[src/logic/gp_timer_pkg.sv]
package gp_timer_pkg;
	localparam int ADDR_W = 8;
	localparam int NUM_TIMERS = 2;
	// register byte offsets
	localparam logic [7:0] OFF_CONFIG = 8'h00;
	localparam logic [7:0] OFF_MODE_A = 8'h04;
	localparam logic [7:0] OFF_MODE_B = 8'h08;
	localparam logic [7:0] OFF_CONTROL = 8'h0c;
	localparam logic [7:0] OFF_MASK = 8'h18;
	localparam logic [7:0] OFF_RAW = 8'h1c;
	localparam logic [7:0] OFF_MASKED = 8'h20;
	localparam logic [7:0] OFF_CLEAR = 8'h24;
	localparam logic [7:0] OFF_LOAD_A = 8'h28;
	localparam logic [7:0] OFF_LOAD_B = 8'h2c;
	localparam logic [7:0] OFF_MATCH_A = 8'h30;
	localparam logic [7:0] OFF_MATCH_B = 8'h34;
	localparam logic [7:0] OFF_PRESCALE_A = 8'h38;
	localparam logic [7:0] OFF_PRESCALE_B = 8'h3c;
	localparam logic [7:0] OFF_VALUE_A = 8'h48;
	localparam logic [7:0] OFF_VALUE_B = 8'h4c;
	// configuration and mode encodings
	localparam logic [2:0] CFG_SPLIT = 3'h4;
	localparam logic [1:0] MODE_ONESHOT = 2'h1;
	localparam logic [1:0] MODE_PERIODIC = 2'h2;
	localparam logic [1:0] MODE_CAPTURE = 2'h3;
	localparam int MODE_CAPTYPE = 2;
	localparam int MODE_ALT = 3;
	// control layout, each timer owns one byte
	localparam int TIMER_STRIDE = 8;
	localparam int CTL_EN = 0;
	localparam int CTL_FREEZE = 1;
	localparam int CTL_EVT = 2;
	localparam int CTL_CAL = 4;
	localparam int CTL_INV = 6;
	localparam logic [1:0] EVT_RISE = 2'h0;
	localparam logic [1:0] EVT_FALL = 2'h1;
	localparam logic [1:0] EVT_BOTH = 2'h3;
	// status layout, each timer owns one byte
	localparam int STS_TO = 0;
	localparam int STS_MATCH = 1;
	localparam int STS_CAP = 2;
	// reset values and bus response codes
	localparam logic [15:0] LOAD_RESET = 16'hffff;
	localparam logic [7:0] PRESCALE_RESET = 8'h00;
	localparam logic [1:0] RESP_OKAY = 2'h0;
	localparam logic [1:0] RESP_SLVERR = 2'h2;

	typedef struct packed {
		logic [ADDR_W-1:0] awaddr;
		logic awvalid;
		logic [31:0] wdata;
		logic [3:0] wstrb;
		logic wvalid;
		logic bready;
		logic [ADDR_W-1:0] araddr;
		logic arvalid;
		logic rready;
	} axi_req_t;

	typedef struct packed {
		logic awready;
		logic wready;
		logic [1:0] bresp;
		logic bvalid;
		logic arready;
		logic [31:0] rdata;
		logic [1:0] rresp;
		logic rvalid;
	} axi_rsp_t;
endpackage

[src/logic/gp_timer.sv]
`timescale 1ns/10ps
`default_nettype none
module gp_timer import gp_timer_pkg::*; (
	input wire logic sys_clk,
	input wire logic rst,
	input wire logic clkEn,
	input wire logic debugHalt,
	input wire axi_req_t axiReq,
	output axi_rsp_t axiRsp,
	input wire logic [NUM_TIMERS-1:0] captureCompareIn,
	output logic [NUM_TIMERS-1:0] captureCompareOut,
	output logic [NUM_TIMERS-1:0] captureCompareOe,
	output logic timerIrq
);
	// whole module state lives in one packed struct: one combinational copy,
	// one register; per-timer fields are indexed 0 for A and 1 for B, while
	// control, mask and status words hold one byte per timer
	typedef struct packed {
		logic [2:0] cfg;
		logic [NUM_TIMERS-1:0][3:0] mode;
		logic [15:0] ctl;
		logic [15:0] imr;
		logic [15:0] ris;
		logic [NUM_TIMERS-1:0][15:0] ilr;
		logic [NUM_TIMERS-1:0][15:0] mat;
		logic [NUM_TIMERS-1:0][15:0] cnt;
		logic [NUM_TIMERS-1:0][15:0] tv;
		logic [NUM_TIMERS-1:0][7:0] pr;
		logic [NUM_TIMERS-1:0][7:0] pre;
		logic [NUM_TIMERS-1:0] loadPend;
		logic [NUM_TIMERS-1:0] pwmLvl;
		logic [NUM_TIMERS-1:0] pinOut;
		logic [NUM_TIMERS-1:0] pinOe;
		logic [NUM_TIMERS-1:0] sync1;
		logic [NUM_TIMERS-1:0] sync2;
		logic [NUM_TIMERS-1:0] prevIn;
		logic irq;
		logic awHeld;
		logic wHeld;
		logic [ADDR_W-1:0] awAddr;
		logic [31:0] wData;
		logic [3:0] wStrb;
		logic awRdy;
		logic wRdy;
		logic arRdy;
		logic bvalid;
		logic [1:0] bresp;
		logic rvalid;
		logic [31:0] rdata;
		logic [1:0] rresp;
	} state_t;

	// load registers and counters start full, prescalers empty; ready flags
	// start low and rise on the first edge out of reset, so nothing is taken
	// while rst is still high
	localparam state_t STATE_RESET = '{
		cfg: '0, mode: '0, ctl: '0, imr: '0, ris: '0,
		ilr: {NUM_TIMERS{LOAD_RESET}}, mat: '0,
		cnt: {NUM_TIMERS{LOAD_RESET}}, tv: '0,
		pr: {NUM_TIMERS{PRESCALE_RESET}}, pre: {NUM_TIMERS{PRESCALE_RESET}},
		loadPend: '0, pwmLvl: '0, pinOut: '0, pinOe: '0,
		sync1: '0, sync2: '0, prevIn: '0, irq: 1'b0,
		awHeld: 1'b0, wHeld: 1'b0, awAddr: '0, wData: '0, wStrb: '0,
		awRdy: 1'b0, wRdy: 1'b0, arRdy: 1'b0,
		bvalid: 1'b0, bresp: RESP_OKAY, rvalid: 1'b0, rdata: '0, rresp: RESP_OKAY
	};

	// edgeHit is combinational and read only by the next-state logic
	state_t state_reg;
	state_t state_next;
	logic [NUM_TIMERS-1:0] edgeHit;

	// byte-lane merge of a write into an existing register image
	// lanes with a clear strobe keep their old contents, so narrow writes are safe
	function automatic logic [31:0] laneMerge(input logic [31:0] old, input logic [31:0] data,
			input logic [3:0] strb);
		logic [31:0] res;
		res = old;
		for (int b = 0; b < 4; b++) begin
			if (strb[b]) begin
				res[b*8 +: 8] = data[b*8 +: 8];
			end
		end
		return res;
	endfunction

	// edge detect on synchronised samples; only the second stage and its delayed copy are read
	// the first stage feeds nothing but the second, so a metastable sample never
	// reaches the counters; an edge is acted on three edges after the pin moves
	genvar g;
	generate
		for (g = 0; g < NUM_TIMERS; g++) begin : gEdge
			logic riseSeen;
			logic fallSeen;
			logic [1:0] evtSel;
			assign riseSeen = state_reg.sync2[g] & ~state_reg.prevIn[g];
			assign fallSeen = ~state_reg.sync2[g] & state_reg.prevIn[g];
			assign evtSel = state_reg.ctl[g*TIMER_STRIDE+CTL_EVT +: 2];
			// unused encoding 10 matches nothing, so a stray setting cannot count
			assign edgeHit[g] = (evtSel == EVT_RISE) ? riseSeen :
				(evtSel == EVT_FALL) ? fallSeen :
				(evtSel == EVT_BOTH) ? (riseSeen | fallSeen) : 1'b0;
		end
	endgenerate

	// next-state logic: write handshakes, both timers, then register writes and reads
	// all working values are given a value first, so no latch can form
	always_comb begin
		logic [31:0] img;
		logic [31:0] rd;
		logic rdHit;
		logic doWrite;
		logic [15:0] setFlags;
		logic [15:0] clrFlags;
		logic split;
		logic run;
		logic [1:0] msel;
		logic ctype;
		logic alt;
		logic isPwm;
		logic isCount;
		logic isTime;
		logic isTimer;
		int base;
		img = '0;
		rd = '0;
		rdHit = 1'b0;
		doWrite = 1'b0;
		setFlags = '0;
		clrFlags = '0;
		split = 1'b0;
		run = 1'b0;
		msel = '0;
		ctype = 1'b0;
		alt = 1'b0;
		isPwm = 1'b0;
		isCount = 1'b0;
		isTime = 1'b0;
		isTimer = 1'b0;
		base = 0;
		// every field holds unless a branch below moves it
		state_next = state_reg;

		// capture pin synchronisers
		// load requests last a single cycle unless a write below renews them
		state_next.sync1 = captureCompareIn;
		state_next.sync2 = state_reg.sync1;
		state_next.prevIn = state_reg.sync2;
		state_next.loadPend = '0;

		// write channel: address and data may arrive in either order
		// each half is held until the write lands; its ready stays low meanwhile
		if (axiReq.awvalid && state_reg.awRdy) begin
			state_next.awHeld = 1'b1;
			state_next.awAddr = axiReq.awaddr;
		end
		if (axiReq.wvalid && state_reg.wRdy) begin
			state_next.wHeld = 1'b1;
			state_next.wData = axiReq.wdata;
			state_next.wStrb = axiReq.wstrb;
		end
		if (state_reg.bvalid && axiReq.bready) begin
			state_next.bvalid = 1'b0;
		end
		doWrite = state_reg.awHeld && state_reg.wHeld && !state_reg.bvalid;

		// timers run first so that a software write in the same cycle overrides them
		// a configuration other than split leaves both timers idle
		split = (state_reg.cfg == CFG_SPLIT);
		for (int n = 0; n < NUM_TIMERS; n++) begin
			base = n * TIMER_STRIDE;
			msel = state_reg.mode[n][1:0];
			ctype = state_reg.mode[n][MODE_CAPTYPE];
			alt = state_reg.mode[n][MODE_ALT];
			isPwm = alt && !ctype && (msel == MODE_PERIODIC);
			isCount = !alt && (msel == MODE_CAPTURE) && !ctype;
			isTime = !alt && (msel == MODE_CAPTURE) && ctype;
			isTimer = !alt && ((msel == MODE_ONESHOT) || (msel == MODE_PERIODIC));
			// debug halt freezes only while the calendar enable in timer A's byte (ctl bit CTL_CAL) is off, for either timer
			run = split && state_reg.ctl[base+CTL_EN] && !(debugHalt &&
				state_reg.ctl[base+CTL_FREEZE] && !state_reg.ctl[CTL_CAL]);
			// a new interval load is taken one cycle after its write; an idle timer
			// takes it as well, so that enable starts from the value just written
			// a running edge count keeps its progress and reloads only after a match
			if (state_reg.loadPend[n] &&
				((run && !isCount) || !state_reg.ctl[base+CTL_EN])) begin
				// preload for the next enable, or a reload while running
				state_next.cnt[n] = state_reg.ilr[n];
				state_next.pre[n] = state_reg.pr[n];
			end else if (run && isTimer) begin
				// prescaler steps first; the count moves once it is empty, so one
				// count lasts prescale plus one clocks
				if (state_reg.pre[n] != '0) begin
					state_next.pre[n] = state_reg.pre[n] - 8'h01;
				end else if (state_reg.cnt[n] == '0) begin
					state_next.cnt[n] = state_reg.ilr[n];
					state_next.pre[n] = state_reg.pr[n];
					setFlags[base+STS_TO] = 1'b1;
					if (msel == MODE_ONESHOT) begin
						state_next.ctl[base+CTL_EN] = 1'b0;
					end
				end else begin
					state_next.cnt[n] = state_reg.cnt[n] - 16'h0001;
					state_next.pre[n] = state_reg.pr[n];
				end
			end else if (run && isCount) begin
				// edges are ignored while enable is low, so a finished count stays put
				// the match test looks at the value this edge would leave behind
				if (edgeHit[n]) begin
					if ((state_reg.cnt[n] - 16'h0001) == state_reg.mat[n]) begin
						state_next.cnt[n] = state_reg.ilr[n];
						state_next.ctl[base+CTL_EN] = 1'b0;
						setFlags[base+STS_MATCH] = 1'b1;
					end else begin
						state_next.cnt[n] = state_reg.cnt[n] - 16'h0001;
					end
				end
			end else if (run && (isTime || isPwm)) begin
				// no prescaler in these modes, only the 16-bit counter moves
				// reaching zero reloads on the next step, as in the timer modes
				if (state_reg.cnt[n] == '0) begin
					state_next.cnt[n] = state_reg.ilr[n];
				end else begin
					state_next.cnt[n] = state_reg.cnt[n] - 16'h0001;
				end
				if (isTime && edgeHit[n]) begin
					// the count before this edge's step is the one held
					state_next.tv[n] = state_reg.cnt[n];
					setFlags[base+STS_CAP] = 1'b1;
				end
			end
			// pwm level follows the counter; flags stay untouched in this mode
			// the level is registered, so the pin trails the counter by one clock
			if (isPwm && run) begin
				if (state_reg.cnt[n] == state_reg.ilr[n]) begin
					state_next.pwmLvl[n] = 1'b1;
				end else if (state_reg.cnt[n] == state_reg.mat[n]) begin
					state_next.pwmLvl[n] = 1'b0;
				end
			end
			state_next.pinOut[n] = state_next.pwmLvl[n] ^ state_reg.ctl[base+CTL_INV];
			state_next.pinOe[n] = split && isPwm;
		end

		// register writes land at the edge after both halves are held and bvalid
		// rises at that same edge; unmapped offsets answer with an error and
		// change nothing, read-only offsets answer okay and change nothing
		if (doWrite) begin
			state_next.awHeld = 1'b0;
			state_next.wHeld = 1'b0;
			state_next.bvalid = 1'b1;
			state_next.bresp = RESP_OKAY;
			case (state_reg.awAddr)
				OFF_CONFIG: begin
					img = laneMerge({29'h0, state_reg.cfg}, state_reg.wData, state_reg.wStrb);
					state_next.cfg = img[2:0];
				end
				OFF_MODE_A, OFF_MODE_B: begin
					base = (state_reg.awAddr == OFF_MODE_A) ? 0 : 1;
					img = laneMerge({28'h0, state_reg.mode[base]}, state_reg.wData,
						state_reg.wStrb);
					state_next.mode[base] = img[3:0];
				end
				OFF_CONTROL: begin
					img = laneMerge({16'h0, state_reg.ctl}, state_reg.wData, state_reg.wStrb);
					state_next.ctl = img[15:0];
				end
				OFF_MASK: begin
					img = laneMerge({16'h0, state_reg.imr}, state_reg.wData, state_reg.wStrb);
					state_next.imr = img[15:0];
				end
				OFF_CLEAR: begin
					img = laneMerge(32'h0, state_reg.wData, state_reg.wStrb);
					clrFlags = img[15:0];
				end
				OFF_LOAD_A, OFF_LOAD_B: begin
					base = (state_reg.awAddr == OFF_LOAD_A) ? 0 : 1;
					img = laneMerge({16'h0, state_reg.ilr[base]}, state_reg.wData,
						state_reg.wStrb);
					state_next.ilr[base] = img[15:0];
					state_next.loadPend[base] = 1'b1;
				end
				OFF_MATCH_A, OFF_MATCH_B: begin
					base = (state_reg.awAddr == OFF_MATCH_A) ? 0 : 1;
					img = laneMerge({16'h0, state_reg.mat[base]}, state_reg.wData,
						state_reg.wStrb);
					state_next.mat[base] = img[15:0];
				end
				OFF_PRESCALE_A, OFF_PRESCALE_B: begin
					base = (state_reg.awAddr == OFF_PRESCALE_A) ? 0 : 1;
					img = laneMerge({24'h0, state_reg.pr[base]}, state_reg.wData,
						state_reg.wStrb);
					state_next.pr[base] = img[7:0];
				end
				OFF_RAW, OFF_MASKED, OFF_VALUE_A, OFF_VALUE_B: begin
					state_next.bresp = RESP_OKAY; // read-only, write ignored
				end
				default: begin
					state_next.bresp = RESP_SLVERR;
				end
			endcase
		end

		// sticky flags: a set in the clearing cycle survives
		// the interrupt is built from the next flags and mask, so it moves at the same edge as the flags
		state_next.ris = (state_reg.ris & ~clrFlags) | setFlags;
		state_next.irq = |(state_next.ris & state_next.imr);

		// read channel: the address is decoded at the edge it is taken and the
		// answer stands from that same edge until rready is seen
		if (state_reg.rvalid && axiReq.rready) begin
			state_next.rvalid = 1'b0;
		end
		if (axiReq.arvalid && state_reg.arRdy) begin
			rdHit = 1'b1;
			case (axiReq.araddr)
				OFF_CONFIG: rd = {29'h0, state_reg.cfg};
				OFF_MODE_A: rd = {28'h0, state_reg.mode[0]};
				OFF_MODE_B: rd = {28'h0, state_reg.mode[1]};
				OFF_CONTROL: rd = {16'h0, state_reg.ctl};
				OFF_MASK: rd = {16'h0, state_reg.imr};
				OFF_RAW: rd = {16'h0, state_reg.ris};
				OFF_MASKED: rd = {16'h0, state_reg.ris & state_reg.imr};
				OFF_CLEAR: rd = '0;
				OFF_LOAD_A: rd = {16'h0, state_reg.ilr[0]};
				OFF_LOAD_B: rd = {16'h0, state_reg.ilr[1]};
				OFF_MATCH_A: rd = {16'h0, state_reg.mat[0]};
				OFF_MATCH_B: rd = {16'h0, state_reg.mat[1]};
				OFF_PRESCALE_A: rd = {24'h0, state_reg.pr[0]};
				OFF_PRESCALE_B: rd = {24'h0, state_reg.pr[1]};
				// edge time mode shows the held capture, other modes the live count
				OFF_VALUE_A: rd = {16'h0, (state_reg.mode[0][1:0] == MODE_CAPTURE &&
					state_reg.mode[0][MODE_CAPTYPE]) ? state_reg.tv[0] : state_reg.cnt[0]};
				OFF_VALUE_B: rd = {16'h0, (state_reg.mode[1][1:0] == MODE_CAPTURE &&
					state_reg.mode[1][MODE_CAPTYPE]) ? state_reg.tv[1] : state_reg.cnt[1]};
				default: rdHit = 1'b0;
			endcase
			state_next.rvalid = 1'b1;
			state_next.rdata = rd;
			state_next.rresp = rdHit ? RESP_OKAY : RESP_SLVERR;
		end

		// ready flags registered so every bus output comes from a flop
		// they look at the next state, so a channel reopens right after its answer
		state_next.awRdy = !state_next.awHeld && !state_next.bvalid;
		state_next.wRdy = !state_next.wHeld && !state_next.bvalid;
		state_next.arRdy = !state_next.rvalid;
	end

	// single state register; clock enable low freezes everything
	// reset does not wait for the clock enable, so a frozen block still resets
	always_ff @(posedge sys_clk) begin
		if (rst) begin
			state_reg <= STATE_RESET;
		end else if (clkEn) begin
			state_reg <= state_next;
		end
	end

	// outputs are plain copies of registered fields, no logic after the flops
	assign axiRsp.awready = state_reg.awRdy;
	assign axiRsp.wready = state_reg.wRdy;
	assign axiRsp.bresp = state_reg.bresp;
	assign axiRsp.bvalid = state_reg.bvalid;
	assign axiRsp.arready = state_reg.arRdy;
	assign axiRsp.rdata = state_reg.rdata;
	assign axiRsp.rresp = state_reg.rresp;
	assign axiRsp.rvalid = state_reg.rvalid;
	assign captureCompareOut = state_reg.pinOut;
	assign captureCompareOe = state_reg.pinOe;
	assign timerIrq = state_reg.irq;
endmodule
`default_nettype wire

[config.mk]
export PLATFORM = sky130hd
export DESIGN_NAME = gp_timer
export DESIGN_NICKNAME = d
export VERILOG_FILES = /design/src/logic/gp_timer_pkg.sv /design/src/logic/gp_timer.sv
export SDC_FILE = /design/constraint.sdc
export NUM_CORES = 1
export LEC_CHECK = 0
export BUFFER_PORTS_ARGS = -buffer_cell sky130_fd_sc_hd__buf_2
export CAP_MARGIN = 20
export CORE_MARGIN = 2
export CORE_UTILIZATION = 55
export CTS_CLUSTER_SIZE = 30
export DETAILED_ROUTE_END_ITERATION = 8
export PLACE_DENSITY = 0.72
export SLEW_MARGIN = 20
export SYNTH_ARGS = -nofsm -noshare
export SYNTH_HDL_FRONTEND = slang
export SYNTH_SLANG_ARGS = --single-unit
export TNS_END_PERCENT = 10
[constraint.sdc]
create_clock -name sys_clk -period 4.1 [get_ports sys_clk]
set_input_delay 0.205 -clock sys_clk [delete_from_list [all_inputs] [get_ports sys_clk]]
set_output_delay 0.205 -clock sys_clk [all_outputs]
set_load 0.1 [all_outputs]
* Word level (Yosys, flattened, before mapping)
Cells that the tools add are included.
Operators by class: add/sub/neg operators 4, order comparisons 8, equality and inequality tests 53, muxes and demuxes 147, bitwise operators 23, reduce and logical (&&, ||, !) cells 111
Operators by type and width (count):
- 16-bit two-way mux | 29
- 8-bit two-way mux | 30
- 16-bit one-hot mux with 15 select lines | 1
- 8-bit by 6-bit == test with 1-bit output (second input constant) | 16
- 16-bit == test | 6
- 32-bit bitwise mux | 2
- 1-bit two-way mux | 58
- 1-bit logical AND | 51
- 16-bit bitwise AND | 3
- 16-bit OR reduction | 3
- 35-bit two-way mux | 1
- 16-bit demux with 1-bit select | 2
- 8-bit by 4-bit == test with 1-bit output (second input constant) | 4
- 8-bit by 5-bit == test with 1-bit output (second input constant) | 4
- 8-bit by 7-bit == test with 1-bit output (second input constant) | 4
- 16-bit zero test | 2
- 16-bit by 1-bit subtractor with 16-bit output (second input constant) | 2
- 4-bit two-way mux | 7
- 25-bit two-way mux | 1
- 4-bit AND reduction | 5
- 16-bit bitwise mux | 1
- 8-bit by 3-bit == test with 1-bit output (second input constant) | 2
- 1-bit zero test | 16
- 8-bit zero test | 2
- other kinds (30) | 94
Storage, ports and cells: bits in registers 303, input port bits 63, logic and storage cells 388

* Depth between registers and ports, before layout
depth after elaboration 15, mapped depth 12, depth with buffers taken out 9

* Worst setup path after synthesis
No wires, ideal clock.
kind register to register, start reg state_reg[166] (netlist bit), end reg state_reg[180] (netlist bit), setup time 122 ps, arrival time 2956 ps, data required time 3978 ps, setup slack 1022 ps, stages on the path, launching flop included 12, clock period less this slack 3078 ps, cells stage by stage dfxtp_1 clkbuf_1 inv_1 ha_1 or4b_1 or3_4 nor3b_1 o32ai_2 nor4_4 or2_4 buf_6 a311o_1
Between the ends: longest elaborated chain between the ends 7, elaborated cells between the ends (all ways) 11, classes of those cells 1 x add/sub; 1 x eq/ne; 8 x mux; 1 x reduce/logical
RTL lines:
- from (decl) | RTL line gp_timer.sv:69 | state_t state_reg;
- from (signal assigned) | RTL line gp_timer.sv:356 | state_reg <= state_next;
- 16-bit by 1-bit subtractor with 16-bit output
- 16-bit == test | RTL line gp_timer.sv:210 | if ((state_reg.cnt[n] - 16'h0001) == state_reg.mat[n]) begin
- 16-bit two-way mux | RTL line gp_timer.sv:210
- 16-bit two-way mux | RTL line gp_timer.sv:209 | if (edgeHit[n]) begin
- 16-bit two-way mux | RTL line gp_timer.sv:206 | end else if (run && isCount) begin
- 16-bit two-way mux * | RTL line gp_timer.sv:190 | end else if (run && isTimer) begin
- 16-bit two-way mux * | RTL line gp_timer.sv:185 | if (state_reg.loadPend[n] &&
Every way passes the cells marked *; elsewhere a longest branch is shown, timed or not. The select of a mux whose other input is x is not followed. A chain may end at the register's enable or synchronous reset.

* Worst setup path after layout
start reg state_reg[314] (netlist bit), end reg state_reg, in the netlist timerIrq
Between the ends: longest elaborated chain between the ends 12, elaborated cells between the ends (all ways) 28, classes of those cells 3 x eq/ne; 7 x mux; 2 x bitwise; 16 x reduce/logical
RTL lines:
- 2-bit == test | RTL line gp_timer.sv:176, gp_timer.sv:177
- 1-bit logical AND | RTL line gp_timer.sv:176, gp_timer.sv:177
- 1-bit logical AND | RTL line gp_timer.sv:177 | isTime = !alt && (msel == MODE_CAPTURE) && ctype;
- 1-bit logical AND or 1-bit logical OR (tied branches) | RTL line gp_timer.sv:226, gp_timer.sv:218
- 1-bit two-way mux or 1-bit logical AND (tied branches) | RTL line gp_timer.sv:226, gp_timer.sv:218
- 1-bit two-way mux | RTL line gp_timer.sv:218 | end else if (run && (isTime || isPwm)) begin
- 1-bit two-way mux | RTL line gp_timer.sv:206
- 2-bit two-way mux | RTL line gp_timer.sv:190
- 3-bit two-way mux * | RTL line gp_timer.sv:185
- 16-bit by 11-bit OR with 16-bit output * | RTL line gp_timer.sv:306 | state_next.ris = (state_reg.ris & ~clrFlags) | setFlags;
- 16-bit bitwise AND * | RTL line gp_timer.sv:307 | state_next.irq = |(state_next.ris & state_next.imr);
- 16-bit OR reduction * | RTL line gp_timer.sv:307
Every way passes the cells marked *; elsewhere a longest branch is shown, timed or not.

==> results.toml <==
[place]
place_inst = 2559
dp_hpwl_mm = 44.6
port_buffers = 72
routabilityCongestion = 1.02
placed_cell_area_um2 = 17100

[synth]
yosys-top-cells-area = "dfxtp_1, nand2_1, a21oi_1"
synthFlopType = "dfxtp_1"
synth-edff-count = 0
synthArstFlopShare = 0
yosysSeqAreaShare = 0.338
ys_seq_elements = 285
ys_warn_count = 0
postSynthCellCount = 2258
synth_top_area_frac = 0.338
synth_area_um2 = 16900
synth_cell_types = 86
avgSynthCellArea_um2 = 7.47
synth_area_leader_cell = "dfxtp_1"

[clock_tree]
clk_path_buf_depth = 3
cts-root-buf = "clkbuf_16"
htreeDepth = 2
cts_buffers = 34
cts_setup_buffers = 0
clock_sinks = 285
cts_hold_buffers = 28
clk_pin_slew_ns = 0.06
ctsResizeCount = 0
cts_tree = "done"
clock_latency_ns = 0.53

[pwr]
p_sw_mw = 1.67
power.density_nw_per_um2 = 346
ir_drop_uv = 258
combPwrFrac = 0.074
power_mw = 6.41
p_int_mw = 4.74
p_leak_nw = 7.15
switching_share = 0.260
p_seq_frac = 0.454
clockPowerShare = 0.472

[die]
die_y_um = 179
core_area_um2 = 30400
io_pins = 109
rows = 64
dieArea_um2 = 32100
initial_core_util = 0.555
die_w_um = 179

[timing]
setup_viol = 0
slew_headroom = 0.233
worst_pin_slew_ns = 1.14
hold_viol_final = 0
min_period_ns = 3.61
setup_tns_ns = 0
clock_skew_ns = 0.0228
fmax_ghz = 0.277
slew_viol_final = 0
rsz0062_at_grt = "no"
fin_crit_sh = 0.879

[drt]
ant_nets = 0
vias = 17200
drt_iter0_drc = 1984
wl_mm = 61.8
wire_per_inst_um = 23.3
dr.pass1.iters = 7
viasPerCell = 6.51
drc = 0

[worst_setup_path]
cp-end-kind = "register"
rr_startpoint = "state_reg[314]"
r2r_end = "timerIrq"
rrSetupSlack_ns = 0.49
crit_path_max_fanout = 6
rr_worst_depth = 8
startpoint_type = "register"
crit_start = "state_reg[314]"
crit_required_ns = 4.53
setup.worst_path.end = "timerIrq"
arrival_ns = 4.04
path_class = "reg -> reg"

[cells_and_area]
largest_reg_flops = 249
final_area_um2 = 18500
layout_common_cells = "nand2_1, dfxtp_1, a21oi_1"
regArea_um2 = 5710
fin_nets = 2305
final_util = 0.609
drive_above_1_share = 0.100
area_growth_pct = 9.75
fin_cells = 2649
final_common_cell = "nand2_1"
multi_input_area_um2 = 10000
num_antenna_cells = 0
fillCellCount = 2796

[run_status]
status = "complete, no violations"

[global_routing]
grt_antenna_before_repair = 1
grt_pass1_wl_mm = 92.7
grt_pass1_vias = 15600
grt_use_total = 0.379
overflow = 0
grt_max_degree = 161

[min_path]
worstHoldPathType = "in -> reg"

[job]
max_cap_viol_count = 0
## routing by layer
metal,GRT usage,part of all wire,vias up
li1,-,-,7964
met1,0.498,0.40,8165
met2,0.601,0.45,928
met3,0.0619,0.096,183
met4,0.191,0.056,0
met5,0,0,-
## worst max-delay path, cell delays in order, from the launching register on
cell and delay (ns):
dfxtp_1 0.51, ha_1 0.30, or3b_2 0.45, a31o_2 0.28, a22oi_1 0.45, o21ai_0 0.18
nor4_1 0.89, a22oi_1 0.17, a211oi_1 0.27
## Yosys cell counts (all sizes together) (7+ instances only)
| cell type | n |
|---|---|
| xor2 | 75 |
| a221o | 20 |
| o211ai | 15 |
| a22oi | 35 |
| o22ai | 7 |
| buf | 64 |
| nor3b | 15 |
| nor2 | 150 |
| dfxtp | 285 |
| clkbuf | 172 |
| ha | 15 |
| nand2 | 404 |
| and2 | 23 |
| nand3 | 111 |
| nor2b | 18 |
| a211oi | 15 |
| a311oi | 19 |
| o32ai | 16 |
| nand3b | 11 |
| o31ai | 22 |
| a22o | 11 |
| a21boi | 22 |
| or2 | 19 |
| or3 | 22 |
| nor4 | 42 |
| nor3 | 57 |
| nand4 | 24 |
| mux2i | 45 |
| o21ai | 85 |
| a21oi | 243 |
| and3 | 16 |
| inv | 33 |
| nor4b | 24 |
| mux2 | 7 |
## metrics by stage
step	worst slack (ns)	hold slack, ns
6_report	0.494	0.00226
5_1_grt	0.494	0.0503
4_1_cts	0.719	0.00105
3_5_place_dp	0.729	0.436
3_3_place_gp	0.789	0.425
2_1_floorplan	1.02	0.341
## cell families (layout without fill, tap and decap cells)
group	after synthesis	in the layout	synth area share
AO/OA/AOI/OAI	586	586	0.224
XOR/XNOR	80	80	0.0415
adder cells (fa/ha/maj)	15	15	0.0111
buffers and inverters	270	248	0.0731
flip-flops	285	285	0.338
multiplexers	52	52	0.0314
other	1	18	0.000222
AND/OR/NAND/NOR	969	969	0.281
## how the worst min path moves through the flow
stage	from	endpoint	slack, ns	cells after the start
finish	axiReq[10]	axiRsp[36]	0.002	4
global route	axiReq[10]	axiRsp[36]	0.05	4
CTS	axiReq[10]	axiRsp[36]	0.001	4
detailed placement	state_reg[273]	state_reg[273]	0.44	2
global placement	state_reg[274]	state_reg[274]	0.42	2
floorplan	axiReq[31]	state_reg[60]	0.34	2
## area by class of cell
class / count / share of cell area
Clock inverter: 12 / 0.00581
Sequential cell: 285 / 0.308
Clock buffer: 50 / 0.0546
Inverter: 34 / 0.00689
Timing Repair Buffer: 152 / 0.0575
Multi-Input combinational cell: 1720 / 0.540
Tap cell: 396 / 0.0268
## power groups by stage
stage | sequential (mW) | combinational [mW] | clock, mW
after floorplan | 2.89 | 0.409 | 0
after global placement | 2.96 | 0.439 | 0
after detailed placement | 2.96 | 0.444 | 0
after CTS | 2.90 | 0.466 | 3.04
after global routing | 2.91 | 0.506 | 3.16
final | 2.91 | 0.474 | 3.03
Note: power is estimated with default switching activity, not from simulation.
